$ cat src/core/tcr_pkg.sv
package tcr_pkg;

    // ------------------------------------------------------------
    // register word offsets (word addresses on the avalon bus)
    // ------------------------------------------------------------
    localparam logic [3:0] OFS_CNT_LO = 4'h0;
    localparam logic [3:0] OFS_CNT_HI = 4'h1;
    localparam logic [3:0] OFS_CTRL = 4'h2;
    localparam logic [3:0] OFS_FLAGS = 4'h3;
    localparam logic [3:0] OFS_ENABLES = 4'h4;
    localparam logic [3:0] OFS_PRIO = 4'h5;
    localparam logic [3:0] OFS_CMP_LO = 4'h6;
    localparam logic [3:0] OFS_CMP_HI = 4'h7;
    localparam logic [3:0] OFS_CMP_CFG = 4'h8;

    // ------------------------------------------------------------
    // field positions
    // ------------------------------------------------------------
    localparam int CTRL_RUN = 0;
    localparam int CTRL_SRC = 1;
    localparam int CTRL_SYNC_OFF = 2;
    localparam int CTRL_SEL_LO = 3;
    localparam int CTRL_PS_LO = 4;
    localparam int CTRL_PS_HI = 5;
    localparam int CTRL_SEL_HI = 6;
    localparam int CTRL_WIDE = 7;
    localparam int FLAG_OVF = 1;
    localparam int CFG_U1_MODE = 0;
    localparam int CFG_U2_MODE = 4;

    // ------------------------------------------------------------
    // values
    // ------------------------------------------------------------
    localparam logic [3:0] MODE_SPECIAL_TRIG = 4'hb;
    localparam logic [7:0] RST_BYTE = 8'h00;
    localparam logic [15:0] CNT_MAX = 16'hffff;

endpackage : tcr_pkg

$ cat src/core/tcr_top.sv
// Overview of operation
// - 16-bit counter counts up from 0000 to ffff then wraps to zero.
// - overflow wrap sets sticky overflow flag at bit 1 of flags register.
// - overflow interrupt is forwarded only while enable bit 1 is set.
// - unit mode 1011 selecting this counter resets it on its trigger.
// - that trigger also starts a conversion, only when converter enabled.
// - trigger reset is not guaranteed in asynchronous counter mode.
// - with unit mode 1011, compare value acts as period: counter returns to zero at match.
// - counter low byte write coinciding with trigger wins over the reset.
// - trigger from unit two clears counter without setting overflow flag.
// - wide mode: low read latches high byte, low write loads it.
// - low byte writes and the trigger clear the prescaler, high writes do not.
module tcr_top (
    input wire logic CLK,
    input wire logic NRST,
    input wire logic [3:0] AVS_ADDRESS,
    input wire logic AVS_READ,
    input wire logic AVS_WRITE,
    input wire logic [31:0] AVS_WRITEDATA,
    output logic [31:0] AVS_READDATA,
    output logic AVS_WAITREQUEST,
    input wire logic EXT_TICK,
    input wire logic ADC_ENABLED,
    output logic ADC_START,
    output logic SPECIAL_TRIGGER,
    output logic IRQ
);
    import tcr_pkg::*;

    // ------------------------------------------------------------
    // state
    // ------------------------------------------------------------
    logic [15:0] cnt_ff, nxt_cnt;
    logic [7:0] hbuf_ff, nxt_hbuf;
    logic [7:0] ctrl_ff, nxt_ctrl;
    logic [7:0] flags_ff, nxt_flags;
    logic [7:0] enab_ff, nxt_enab;
    logic [7:0] prio_ff, nxt_prio;
    logic [15:0] cmp_ff, nxt_cmp;
    logic [7:0] cfg_ff, nxt_cfg;
    logic [2:0] ps_ff, nxt_ps;
    logic ack_ff, nxt_ack;
    logic [31:0] rdata_ff, nxt_rdata;
    logic adc_ff, nxt_adc;
    logic trig_ff, nxt_trig;

    // one wait cycle: the request is answered on its second edge
    logic req, acc, wr, rd;
    assign req = AVS_READ | AVS_WRITE;
    assign acc = req & ack_ff;
    assign wr = acc & AVS_WRITE;
    assign rd = acc & AVS_READ;
    assign AVS_WAITREQUEST = req & ~ack_ff;
    assign AVS_READDATA = rdata_ff;
    assign ADC_START = adc_ff;
    assign SPECIAL_TRIGGER = trig_ff;

    // ------------------------------------------------------------
    // register map, one byte per word index, upper bus bits read 0
    // ------------------------------------------------------------
    // 0 counter low byte: a write clears the prescaler and, in wide
    //   mode, also moves the high byte buffer into the counter
    // 1 counter high byte: in wide mode only the buffer is seen
    // 2 control: run, source, sync off, selects, prescale, wide
    // 3 flags: bit 1 is the sticky overflow flag, a read clears
    //   only the bits that the read returned
    // 4 enables: same layout as the flags, gates the irq line
    // 5 priority: stored for software, no effect on the logic
    // 6 compare low byte, 7 compare high byte
    // 8 unit modes: unit one in bits 3:0, unit two in bits 7:4
    // unmapped words read zero and ignore writes
    //
    // limitations a user must know:
    // - in asynchronous external mode the trigger is dropped, so
    //   a compare period only holds with a synchronous source
    // - a compare value of zero keeps matching while the counter
    //   sits at zero; software should program a nonzero period
    // - the external tick is taken as already synchronous, one
    //   increment per prescaled cycle in which it is high
    //
    // last prescaler count (divide by 1, 2, 4 or 8) from the two prescale bits
    function automatic logic [2:0] ps_last(input logic [1:0] sel);
        logic [2:0] r;
        r = 3'h0;
        unique case (sel)
            2'd0: r = 3'h0;
            2'd1: r = 3'h1;
            2'd2: r = 3'h3;
            2'd3: r = 3'h7;
        endcase
        return r;
    endfunction

    // unit mode field chooses the special event trigger
    function automatic logic is_trig(input logic [3:0] m);
        return m == MODE_SPECIAL_TRIG;
    endfunction

    // ------------------------------------------------------------
    // counting and trigger
    // ------------------------------------------------------------
    logic tick, inc, match, u1_sel, u2_sel, trig, u2_trig;
    logic wr_lo, wr_hi, wide;
    logic [1:0] pssel;

    assign wide = ctrl_ff[CTRL_WIDE];
    assign pssel = {ctrl_ff[CTRL_PS_HI], ctrl_ff[CTRL_PS_LO]};
    assign wr_lo = wr & (AVS_ADDRESS == OFS_CNT_LO);
    assign wr_hi = wr & (AVS_ADDRESS == OFS_CNT_HI);
    // external ticks are taken as already synchronous
    assign tick = ctrl_ff[CTRL_SRC] ? EXT_TICK : 1'b1;
    // counter holds while stopped
    assign inc = ctrl_ff[CTRL_RUN] & tick & (ps_ff == ps_last(pssel));
    // unit one serves this counter only when both selects are clear
    assign u1_sel = ~ctrl_ff[CTRL_SEL_HI] & ~ctrl_ff[CTRL_SEL_LO];
    // unit two serves it whenever either select is set
    assign u2_sel = ctrl_ff[CTRL_SEL_HI] | ctrl_ff[CTRL_SEL_LO];
    assign match = ctrl_ff[CTRL_RUN] & (cnt_ff == cmp_ff);
    // async counter mode drops the trigger
    logic trig_allowed;
    assign trig_allowed = ~(ctrl_ff[CTRL_SRC] & ctrl_ff[CTRL_SYNC_OFF]);
    assign u2_trig = u2_sel & is_trig(cfg_ff[CFG_U2_MODE +: 4]) & match;
    assign trig = trig_allowed & match & ((u1_sel &
        is_trig(cfg_ff[CFG_U1_MODE +: 4])) | u2_trig);

    always_comb begin
        nxt_cnt = cnt_ff;
        nxt_ps = ps_ff;
        nxt_hbuf = hbuf_ff;
        nxt_trig = trig & ~wr_lo;
        nxt_adc = trig & ~wr_lo & ADC_ENABLED;
        if (ctrl_ff[CTRL_RUN] && tick) begin
            nxt_ps = (ps_ff == ps_last(pssel)) ? 3'h0 : ps_ff + 3'h1;
        end
        if (inc) begin
            nxt_cnt = cnt_ff + 16'h0001;
        end
        if (wr_lo) begin
            // write wins over a coincident trigger
            nxt_cnt[7:0] = AVS_WRITEDATA[7:0];
            if (wide) begin
                nxt_cnt[15:8] = hbuf_ff;
            end
            nxt_ps = 3'h0;
        end else if (trig) begin
            nxt_cnt = 16'h0000;
            nxt_ps = 3'h0;
        end
        if (wr_hi) begin
            // high write never touches the prescaler
            if (wide) begin
                nxt_hbuf = AVS_WRITEDATA[7:0];
            end else begin
                nxt_cnt[15:8] = AVS_WRITEDATA[7:0];
            end
        end
        if (rd && AVS_ADDRESS == OFS_CNT_LO && wide) begin
            nxt_hbuf = cnt_ff[15:8];
        end
    end

    // ------------------------------------------------------------
    // registers and bus
    // ------------------------------------------------------------
    logic ovf;
    // wrap counts only on increment; a unit two trigger never sets it
    // a low byte write in the same cycle replaces the wrap
    assign ovf = inc & (cnt_ff == CNT_MAX) & ~wr_lo;

    always_comb begin
        nxt_ctrl = ctrl_ff;
        nxt_flags = flags_ff;
        nxt_enab = enab_ff;
        nxt_prio = prio_ff;
        nxt_cmp = cmp_ff;
        nxt_cfg = cfg_ff;
        if (wr) begin
            unique case (AVS_ADDRESS)
                OFS_CTRL: nxt_ctrl = AVS_WRITEDATA[7:0];
                OFS_ENABLES: nxt_enab = AVS_WRITEDATA[7:0];
                OFS_PRIO: nxt_prio = AVS_WRITEDATA[7:0];
                OFS_CMP_LO: nxt_cmp[7:0] = AVS_WRITEDATA[7:0];
                OFS_CMP_HI: nxt_cmp[15:8] = AVS_WRITEDATA[7:0];
                OFS_CMP_CFG: nxt_cfg = AVS_WRITEDATA[7:0];
                default: nxt_ctrl = ctrl_ff;
            endcase
        end
        // read of flags clears only what the snapshot returned
        if (rd && AVS_ADDRESS == OFS_FLAGS) begin
            nxt_flags = flags_ff & ~rdata_ff[7:0];
        end
        // set wins over the read clear
        if (ovf) begin
            nxt_flags[FLAG_OVF] = 1'b1;
        end
    end

    // ------------------------------------------------------------
    // bus answer
    // ------------------------------------------------------------
    // read data is captured on the first edge of a read, so it
    // already stands at the edge where waitrequest is seen low
    logic rd_early;
    assign rd_early = AVS_READ & ~AVS_WRITE & ~ack_ff;

    always_comb begin
        nxt_ack = req & ~ack_ff;
        nxt_rdata = rdata_ff;
        if (rd_early) begin
            unique case (AVS_ADDRESS)
                OFS_CNT_LO: nxt_rdata = {24'h0, cnt_ff[7:0]};
                OFS_CNT_HI: nxt_rdata = {24'h0,
                    wide ? hbuf_ff : cnt_ff[15:8]};
                OFS_CTRL: nxt_rdata = {24'h0, ctrl_ff};
                OFS_FLAGS: nxt_rdata = {24'h0, flags_ff};
                OFS_ENABLES: nxt_rdata = {24'h0, enab_ff};
                OFS_PRIO: nxt_rdata = {24'h0, prio_ff};
                OFS_CMP_LO: nxt_rdata = {24'h0, cmp_ff[7:0]};
                OFS_CMP_HI: nxt_rdata = {24'h0, cmp_ff[15:8]};
                OFS_CMP_CFG: nxt_rdata = {24'h0, cfg_ff};
                default: nxt_rdata = 32'h0;
            endcase
        end
    end

    assign IRQ = |(flags_ff & enab_ff);

    // ------------------------------------------------------------
    // state registers
    // ------------------------------------------------------------
    // counting group: counter, prescaler, buffer and trigger pulses
    always_ff @(posedge CLK or negedge NRST) begin
        if (!NRST) begin
            cnt_ff <= 16'h0000;
            hbuf_ff <= RST_BYTE;
            ps_ff <= 3'h0;
            adc_ff <= 1'b0;
            trig_ff <= 1'b0;
        end else begin
            cnt_ff <= nxt_cnt;
            hbuf_ff <= nxt_hbuf;
            ps_ff <= nxt_ps;
            adc_ff <= nxt_adc;
            trig_ff <= nxt_trig;
        end
    end

    // software register group
    always_ff @(posedge CLK or negedge NRST) begin
        if (!NRST) begin
            ctrl_ff <= RST_BYTE;
            flags_ff <= RST_BYTE;
            enab_ff <= RST_BYTE;
            prio_ff <= RST_BYTE;
            cmp_ff <= 16'h0000;
            cfg_ff <= RST_BYTE;
        end else begin
            ctrl_ff <= nxt_ctrl;
            flags_ff <= nxt_flags;
            enab_ff <= nxt_enab;
            prio_ff <= nxt_prio;
            cmp_ff <= nxt_cmp;
            cfg_ff <= nxt_cfg;
        end
    end

    // bus answer group: one wait cycle, then registered read data
    always_ff @(posedge CLK or negedge NRST) begin
        if (!NRST) begin
            ack_ff <= 1'b0;
            rdata_ff <= 32'h0;
        end else begin
            ack_ff <= nxt_ack;
            rdata_ff <= nxt_rdata;
        end
    end

endmodule // tcr_top

$ cat config.mk
export PLATFORM = sky130hd
export DESIGN_NAME = tcr_top
export DESIGN_NICKNAME = d
export VERILOG_FILES = /design/src/core/tcr_pkg.sv /design/src/core/tcr_top.sv
export SDC_FILE = /design/constraint.sdc
export NUM_CORES = 1
export LEC_CHECK = 0
export BUFFER_PORTS_ARGS = -buffer_cell sky130_fd_sc_hd__buf_2
export CAP_MARGIN = 15
export CORE_MARGIN = 3
export CORE_UTILIZATION = 60
export CTS_BUF_LIST = sky130_fd_sc_hd__clkbuf_4 sky130_fd_sc_hd__clkbuf_8
export DETAILED_ROUTE_END_ITERATION = 6
export PLACE_DENSITY = 0.83
export SYNTH_ARGS = -nofsm -noshare
export SYNTH_HDL_FRONTEND = slang
export SYNTH_SLANG_ARGS = --single-unit
$ cat constraint.sdc
create_clock -name CLK -period 2.35 [get_ports CLK]
set_clock_uncertainty 0.1 [all_clocks]
set_input_delay 0.1175 -clock CLK [delete_from_list [all_inputs] [get_ports CLK]]
set_output_delay 0.1175 -clock CLK [all_outputs]
set_load 0.02 [all_outputs]
==> Word level (Yosys, flattened, before mapping) <==
Cells that the tools add are included.
{ "word_totals": {"input_bits": 42, "elab_cells": 108, "reg_bits": 118} }
{ "op_classes": {"n_reduce_logical": 19, "eq_ne": 17, "n_addsub": 2, "muxes": 20, "n_bitwise": 34} }
{ "op_table": {"columns": ["operator", "count"], "rows": [
  ["$pmux W8 S9", 1],
  ["$mux W8", 7],
  ["$mux W16", 3],
  ["$and A1 B1 Y1", 22],
  ["$add A16 B1 Y16 const B", 1],
  ["$and A8 B8 Y8", 2],
  ["$eq A16 B16 Y1", 1],
  ["$eq A16 B16 Y1 const B", 1],
  ["$eq A4 B3 Y1 const B", 4],
  ["$mux W3", 5],
  ["$reduce_and A2 Y1", 7],
  ["$eq A4 B4 Y1 const B", 3],
  ["$pmux W3 S4", 1],
  ["$eq A4 B2 Y1 const B", 2],
  ["$not A8 Y8", 1],
  ["$reduce_or A8 Y1", 1],
  ["$eq A3 B3 Y1", 2],
  ["$not A1 Y1", 6],
  ["$reduce_bool A2 Y1", 3],
  ["$reduce_bool A3 Y1", 2],
  ["$eq A2 B2 Y1 const B", 2],
  ["$eq A4 B1 Y1 const B", 1],
  ["$logic_and A1 B1 Y1", 4],
  ["$logic_not A4 Y1", 1],
  ["other kinds (6)", 9]
]} }

==> Logic depth before layout (Yosys ltp) <==
Gate-level depths: netlist of run 1.
{ "logic_depth": {"word_depth": 9, "depth_mapped": 8, "ltp_nobuf": 6} }

==> Worst setup path after synthesis of run 1 <==
No wires, ideal clock.
{ "synth_path": {"kind": "register to register", "startpoint": "register ctrl_ff[4]", "endpoint": "register cnt_ff[14]", "path_stages_with_launch": 8, "setup_ns": 0.125, "required_ns": 2.125, "t_arrival_ns": 1.775, "path_slack_ns": 0.349, "period_less_slack_ns": 2.001, "path_cell_list": "dfrtp_1 or4_1 a21o_1 a21oi_4 buf_6 nand4_1 xor2_1 o21ai_2"} }
{ "synth_between": {"elab_chain_cells": 9, "elab_cells_between_ends": 13, "classes_between": "eq/ne (4); mux (7); bitwise (1); reduce/logical (1)"} }
{ "synth_rtl": {"columns": ["item", "line_no", "source"], "rows": [
  ["from (decl)", "tcr_top.sv:35", "logic [7:0] ctrl_ff, nxt_ctrl;"],
  ["from (signal assigned)", "tcr_top.sv:258", "ctrl_ff <= nxt_ctrl;"],
  ["$eq A2 B2 Y1, or another cell as far along", "tcr_top.sv:85", "unique case (sel)"],
  ["$pmux W3 S4 (*)", "tcr_top.sv:85", null],
  ["$eq A3 B3 Y1 (*)", "tcr_top.sv:113", "assign inc = ctrl_ff[CTRL_RUN] & tick & (ps_ff == ps_last(pssel));"],
  ["$and A1 B1 Y1 (*)", "tcr_top.sv:113", null],
  ["$mux W16 (*)", "tcr_top.sv:135", "if (inc) begin"],
  ["$mux W16 or $mux W8 (tied branches)", "tcr_top.sv:145, tcr_top.sv:141", null],
  ["$mux W16 (*)", "tcr_top.sv:138", "if (wr_lo) begin"],
  ["$mux W8", "tcr_top.sv:151", "if (wide) begin"],
  ["$mux W8 (*)", "tcr_top.sv:149", "if (wr_hi) begin"],
  ["net nxt_cnt[14]", "tcr_top.sv:33", "logic [15:0] cnt_ff, nxt_cnt;"],
  ["to (signal assigned)", "tcr_top.sv:240", "cnt_ff <= nxt_cnt;"],
  ["to (decl)", "tcr_top.sv:33", null]
]} }
The timed path passes the listed nets; every way through them passes the cells marked *. The select of a mux whose other input is x is not followed.
A chain may end at the register's enable or synchronous reset.

==> Final worst setup path of run 1 <==
{ "layout_path": {"startpoint": "register ack_ff", "endpoint": "register ctrl_ff[0]"} }
{ "layout_between": {"elab_chain_cells": 3} }
{ "layout_rtl": {"columns": ["item", "line_no", "source"], "rows": [
  ["from (decl)", "tcr_top.sv:42", "logic ack_ff, nxt_ack;"],
  ["from (signal assigned)", "tcr_top.sv:273", "ack_ff <= nxt_ack;"],
  ["$and A1 B1 Y1", "tcr_top.sv:50", "assign acc = req & ack_ff;"],
  ["$and A1 B1 Y1", "tcr_top.sv:51", "assign wr = acc & AVS_WRITE;"],
  ["$reduce_and A2 Y1 (no source line)", null, null]
]} }
Every way passes these cells.

==> flow_summary.json, run 1 <==
{
  "status": "finished, final reports clean",
  "final_common_cell": "dfrtp_1",
  "clk_latency_ns": 0.37,
  "rr_endpoint": "ctrl_ff[0]$_DFFE_PN0P_",
  "maxSlewHeadroom_pct": 36.30,
  "ir_drop_mv": 0.3652,
  "core_area_um2": 8423,
  "slowest_delay_ns": 0.84,
  "arrival_ns": 2.34,
  "layout_common_cells": "dfrtp_1 (94), mux2_2 (48), nand2_1 (44)",
  "grt_overflow": 0,
  "synth_seq_cells": 94,
  "yosysWarnings": 0,
  "final.min_clock_period_ns": 2.188,
  "p_per_area_nw_per_um2": 793.7,
  "vias_per_cell": 6.582,
  "async_flop_share_pct": 100.0,
  "path_delay_family": "simple AND/OR/NAND/NOR gates",
  "drtPass1Iterations": 5,
  "ctsResizeCount": 0,
  "finalNetCount": 589,
  "die-area_um2": 10050,
  "crit_buf_inv": 0,
  "synthTopCellsByArea": "dfrtp_1 (44%), mux2_2 (10%), mux2i_1 (4.3%)",
  "grt_max_degree": 50,
  "seq_power_share_pct": 50.7,
  "dp_hpwl_um": 10130,
  "crit_chain": "nand2_1 -> nor4_2 -> mux2_2",
  "die_y_um": 100.3,
  "grt_pass1_vias": 4165,
  "clk_path_buf_depth": 2,
  "placed_area_um2": 5545,
  "drt_iter0_markers": 441,
  "io_buffers": 29,
  "initial_core_util_pct": 63.28,
  "start_kind": "register",
  "placed_cells": 635,
  "timing.max_cap.violations": 0,
  "ios": 78,
  "finalMaxSlewViolations": 0,
  "syn2layout_area_growth_pct": 8.333,
  "drive_gt1_share_pct": 23.82,
  "synth_edf_count": 0,
  "grt_antenna_before_repair": 0,
  "syn_inst": 511,
  "ff2ff_setup_slack_ns": 0.16,
  "final.setup.tns_ns": 0,
  "clk_root_buffer_cell": "clkbuf_8",
  "worst_slew_pin_slew_ns": 0.9476,
  "crit_path_start": "ack_ff$_DFF_PN0_",
  "timing.rr.start": "ack_ff$_DFF_PN0_",
  "fin_crit_sh_pct": 93.12,
  "drc_errors": 0,
  "ff2ff_path_depth": 3,
  "cts.htree.levels": 3,
  "die_x_um": 100.3,
  "dr_total_vias": 4311,
  "n_antenna_cell": 0,
  "syn_area_um2": 5330,
  "cp-endpoint": "ctrl_ff[0]$_DFFE_PN0P_",
  "cts_tree": "done",
  "crit_cells": 3,
  "fmax_mhz": 457.0,
  "hold_viol": 0,
  "power_leakage_nw": 2.602,
  "gp_congestion": 0.9760,
  "ys_types": 62,
  "cp_data_required_time_ns": 2.51,
  "crit_slowest_cell": "nor4_2",
  "cts.sinks": 94,
  "ys.flop_type": "dfrtp_1",
  "final_antenna_net_count": 0,
  "critPathKind": "reg2reg",
  "hp-class": "in2reg",
  "fin_area_um2": 5774,
  "row_count": 33,
  "grt_usage_pct": 28.59,
  "totalWireLength_um": 13990,
  "seq_area_frac_synth_pct": 44.13,
  "synth_top_area_share_pct": 44.13,
  "p_total_mw": 4.583,
  "power_switching_mw": 1.683,
  "fin_cells": 655,
  "rsz0062_at_grt": "false",
  "syn_area_per_cell_um2": 10.43,
  "yosysTopAreaCell": "dfrtp_1",
  "avgRoutedWirePerCell_um": 21.36,
  "endpoint_kind": "register",
  "pwr-share-comb_pct": 27.0,
  "cts_inserted_buffers": 9,
  "path_max_fanout": 9,
  "p_int_mw": 2.900,
  "path_clk_slew_ns": 0.10,
  "power.share.clock_pct": 22.3,
  "swShare_pct": 36.72,
  "finalSetupViolations": 0,
  "grt_pass1_wl_um": 22160
}
## cell families (layout without fill, tap and decap cells)
family / count (synthesis) / in the layout / synth area share (%)
simple gates: 142 / 142 / 14.48
compound gates: 112 / 112 / 14.72
mux: 72 / 72 / 14.88
other cells: 1 / 24 / 0.07035
flops: 94 / 94 / 44.13
buf+inv: 57 / 73 / 6.150
fa+ha+maj: 2 / 2 / 0.4694
xor+xnor: 31 / 31 / 5.094
## power by group through the flow
stage	Clock [mW]	Combinational [mW]	Sequential, mW
after floorplan	0	0.903	2.23
after global placement	0	1.14	2.33
after detailed placement	0	1.19	2.34
after CTS	1.03	1.20	2.31
after global routing	1.10	1.35	2.36
final	1.02	1.24	2.32
## area by class of cell
type                    instances  area, µm²
clock buffers                   9      123.9
clock inverters                 7      55.05
fillers                       641       2649
inverters                       4      15.01
multi-input cells             383       2736
flip-flops and latches         94       2352
well taps                     105      131.4
repair buffers                 53      360.3
## sequential cells by signal (all words and copies together), names as in the netlist
name	cells
ps_ff	3
enab_ff	8
cfg_ff	8
flags_ff	8
hbuf_ff	8
ADC_START	1
SPECIAL_TRIGGER	1
AVS_READDATA	8
ack_ff	1
ctrl_ff	8
cmp_ff	16
cnt_ff	16
prio_ff	8
## synthesized netlist by cell type (4+ instances only)
library cell and number:
nor2b_1 7, a221oi_1 4, clkbuf_1 16, nand2_1 44, mux2_2 48, o21ai_0 27, a31oi_1 4, buf_4 24
a22oi_1 16, nand3_1 8, and3_1 4, a211oi_1 4, o21ai_2 7, nor3_1 11, dfrtp_1 94, a21oi_1 11
a21boi_0 9, a22o_1 8, nand4_1 11, o22ai_1 4, nand4b_1 5, and4_1 5, nor2_1 23, and2_1 7
xor2_1 23, xnor2_1 8, buf_1 4, buf_2 7, mux2i_1 23
## per-layer routing
metal,vias up,track usage [%],wire (µm)
li1,1890,-,-
met1,2123,38.67,5651
met2,252,45.41,6492
met3,46,5.629,1323
met4,0,11.40,522
met5,-,0,0
## how the worst min path moves through the flow
stage	to	slack, ns	cells past startpoint	startpoint
after global placement	flags_ff[2]$_DFFE_PN0P_	0.08	1	NRST
after CTS	ack_ff$_DFF_PN0_	0.002	3	AVS_READ
after detailed placement	flags_ff[2]$_DFFE_PN0P_	0.08	1	NRST
after floorplan	ADC_START$_DFF_PN0_	-0.28	0	NRST
after global routing	ack_ff$_DFF_PN0_	0.003	3	AVS_READ
final	ack_ff$_DFF_PN0_	0.008	3	AVS_READ
## repair_timing
item | 4_1_cts | 5_1_grt
endpoints found under the setup margin | 0 | 2
hold buffers | 3 | 0
buffers inserted | 0 | 1
endpoints found under the hold margin | 50 | 0
## through the flow
| stage | util [%] | worst slack, ns | hold slack (ns) |
|---|---|---|---|
| after floorplan | - | 0.3494 | -0.2781 |
| after global placement | 65.83 | 0.2135 | 0.07521 |
| after detailed placement | 65.83 | 0.1768 | 0.07937 |
| after CTS | 68.32 | 0.1559 | 0.001810 |
| after global routing | 68.55 | 0.02568 | 0.003366 |
| final | 68.55 | 0.1617 | 0.008012 |
## worst reg2reg max path: cells and delay by family, from the launching register on
family	cells	cell delay [ns]
simple gates	2	1.09
flops	1	0.47
mux	1	0.42
No activity file was read; power rests on OpenSTA's default activity.
==> inputs of run 2 (changes only) <==
==> constraint.sdc (replaced) <==
create_clock -name CLK -period 2.4 [get_ports CLK]
set_clock_uncertainty 0.1 [all_clocks]
set_input_delay 0.12 -clock CLK [delete_from_list [all_inputs] [get_ports CLK]]
set_output_delay 0.12 -clock CLK [all_outputs]
set_load 0.05 [all_outputs]
==> run 2 against run 1 <==
Clock power increased by 15%. Via count decreased by 2.0%. Sequential share of layout area increased by 0.12 points. Hold slack improved by 0.014 ns. Largest cell class unchanged. Sequential power decreased by 2%. Clock-buffer cell count unchanged. Critical path depth increased by 3. Sequential cell count unchanged. Global-route usage decreased by 0.45 points. Power increased by 3.7%. Critical path type unchanged. Combinational power increased by 5%.
==> flow_summary.json, run 2 (synthesis results as in run 1) <==
{
  "status": "finished, final reports clean",
  "grt_pass1_wl_um": 21720,
  "cp_common_cell": "a21o_1",
  "layout_common_cells": "dfrtp_1 (94), mux2_2 (48), nand2_1 (44)",
  "arrival_ns": 2.38,
  "regArea_um2": 2352,
  "final.min_clock_period_ns": 2.215,
  "cts.sinks": 94,
  "swShare_pct": 36.37,
  "power_switching_mw": 1.729,
  "placed_area_um2": 5518,
  "worst_slack_ns": 0.1852,
  "crit_slowest_cell": "or4_1",
  "multiInputGateArea_um2": 2736,
  "p_per_area_nw_per_um2": 825.4,
  "start_kind": "register",
  "p_int_mw": 3.024,
  "drc_errors": 0,
  "cts_inserted_buffers": 9,
  "power_leakage_nw": 2.601,
  "fin_area_um2": 5758,
  "slowest_delay_ns": 0.48,
  "dp_hpwl_um": 10160,
  "final.setup.tns_ns": 0,
  "grt_antenna_before_repair": 0,
  "grt_overflow": 0,
  "avgRoutedWirePerCell_um": 21.44,
  "grt_max_degree": 50,
  "drive_gt1_share_pct": 23.44,
  "crit_chain": "or4_1 -> a21o_1 -> a21oi_4 -> and4_1 -> xor2_1 -> a21o_1",
  "critPathKind": "reg2reg",
  "postCtsSetupRepairBufs": 0,
  "die-area_um2": 10050,
  "n_antenna_cell": 0,
  "die_y_um": 100.3,
  "syn2layout_area_growth_pct": 8.028,
  "grt_usage_pct": 28.14,
  "dr_total_vias": 4225,
  "ios": 78,
  "worst_slew_pin_slew_ns": 0.9436,
  "cp_data_required_time_ns": 2.56,
  "vias_per_cell": 6.490,
  "drt_iter0_markers": 375,
  "place_ws_ns": 0.2118,
  "path_max_fanout": 14,
  "initial_core_util_pct": 63.28,
  "final_antenna_net_count": 0,
  "row_count": 33,
  "fin_cells": 651,
  "hold_viol": 0,
  "cts_tree": "done",
  "clk_root_buffer_cell": "clkbuf_8",
  "rsz0062_at_grt": "false",
  "fin_crit_sh_pct": 92.28,
  "io_buffers": 29,
  "cts_hold_buf": 2,
  "finalNetCount": 585,
  "ir_drop_mv": 0.4130,
  "finalMaxSlewViolations": 0,
  "seq_power_share_pct": 47.9,
  "grt_pass1_vias": 3996,
  "gp_congestion": 0.9930,
  "final_common_cell": "dfrtp_1",
  "clk_latency_ns": 0.37,
  "path_clk_slew_ns": 0.09,
  "cts.htree.levels": 3,
  "endpoint_kind": "register",
  "core_area_um2": 8423,
  "ctsResizeCount": 0,
  "fillers": 640,
  "power.share.clock_pct": 24.7,
  "clk_path_buf_depth": 2,
  "maxSlewHeadroom_pct": 36.57,
  "totalWireLength_um": 13960,
  "hp-class": "in2reg",
  "drtPass1Iterations": 5,
  "timing.max_cap.violations": 0,
  "fmax_mhz": 451.5,
  "pwr-share-comb_pct": 27.4,
  "reg_top3": "cmp_ff: 16 flops, cnt_ff: 16 flops",
  "finalSetupViolations": 0,
  "placed_cells": 633,
  "die_x_um": 100.3
}
## run 2: layout make-up
type / count / share of cell area [%]
Sequential cell: 94 / 40.85
Multi-Input combinational cell: 383 / 47.52
Tap cell: 105 / 2.282
Clock buffer: 9 / 2.151
Inverter: 4 / 0.2608
Clock inverter: 7 / 1.673
Timing Repair Buffer: 49 / 5.259
## run 2: final timing paths
check	end	cells after the start	slack, ns	from
setup / recovery	cnt_ff[13]$_DFF_PN0_	6	0.19	ps_ff[0]$_DFFE_PN0P_
hold / removal	cnt_ff[6]$_DFFE_PN0P_	3	0.02	AVS_WRITEDATA[6]
setup reg to reg	cnt_ff[13]$_DFF_PN0_	6	0.19	ps_ff[0]$_DFFE_PN0P_
hold reg to reg	flags_ff[4]$_DFFE_PN0P_	1	0.39	AVS_READDATA[4]$_DFFE_PN0P_
max in group asynchronous	SPECIAL_TRIGGER$_DFF_PN0_	3	1.33	NRST
min in group asynchronous	flags_ff[3]$_DFFE_PN0P_	2	0.20	NRST
## run 2: metal layers
layer	part of all wire [%]	routed length, µm	global-route usage, %
met4	2.2	307	7.772
met1	41	5725	39.18
met3	8.5	1187	4.934
met5	0	0	0
met2	48	6734	45.57
## run 2: power by group through the flow
stage	Sequential, mW	Clock, mW	Combinational, mW
floorplan	2.24	0	0.938
global placement	2.27	0	1.22
detailed placement	2.30	0	1.27
CTS	2.27	1.18	1.29
global route	2.32	1.25	1.39
finish	2.28	1.17	1.30
## run 2: per-stage QoR
stage	hold slack, ns	power (mW)	utilization [%]
4_1_cts	0.002980	4.733	68.36
2_1_floorplan	-0.2756	3.174	-
5_1_grt	0.008815	4.961	68.36
3_3_place_gp	0.05772	3.495	65.51
3_5_place_dp	0.06490	3.570	65.51
6_report	0.02176	4.753	68.36
## run 2: worst max-delay path, delay by kind of cell (launching register included)
kind | cells | cell delay, ns
DFF | 1 | 0.45
AOI/OAI and AO/OA | 3 | 0.75
xor gates and xnor gates | 1 | 0.06
and+or+nand+nor | 2 | 0.75
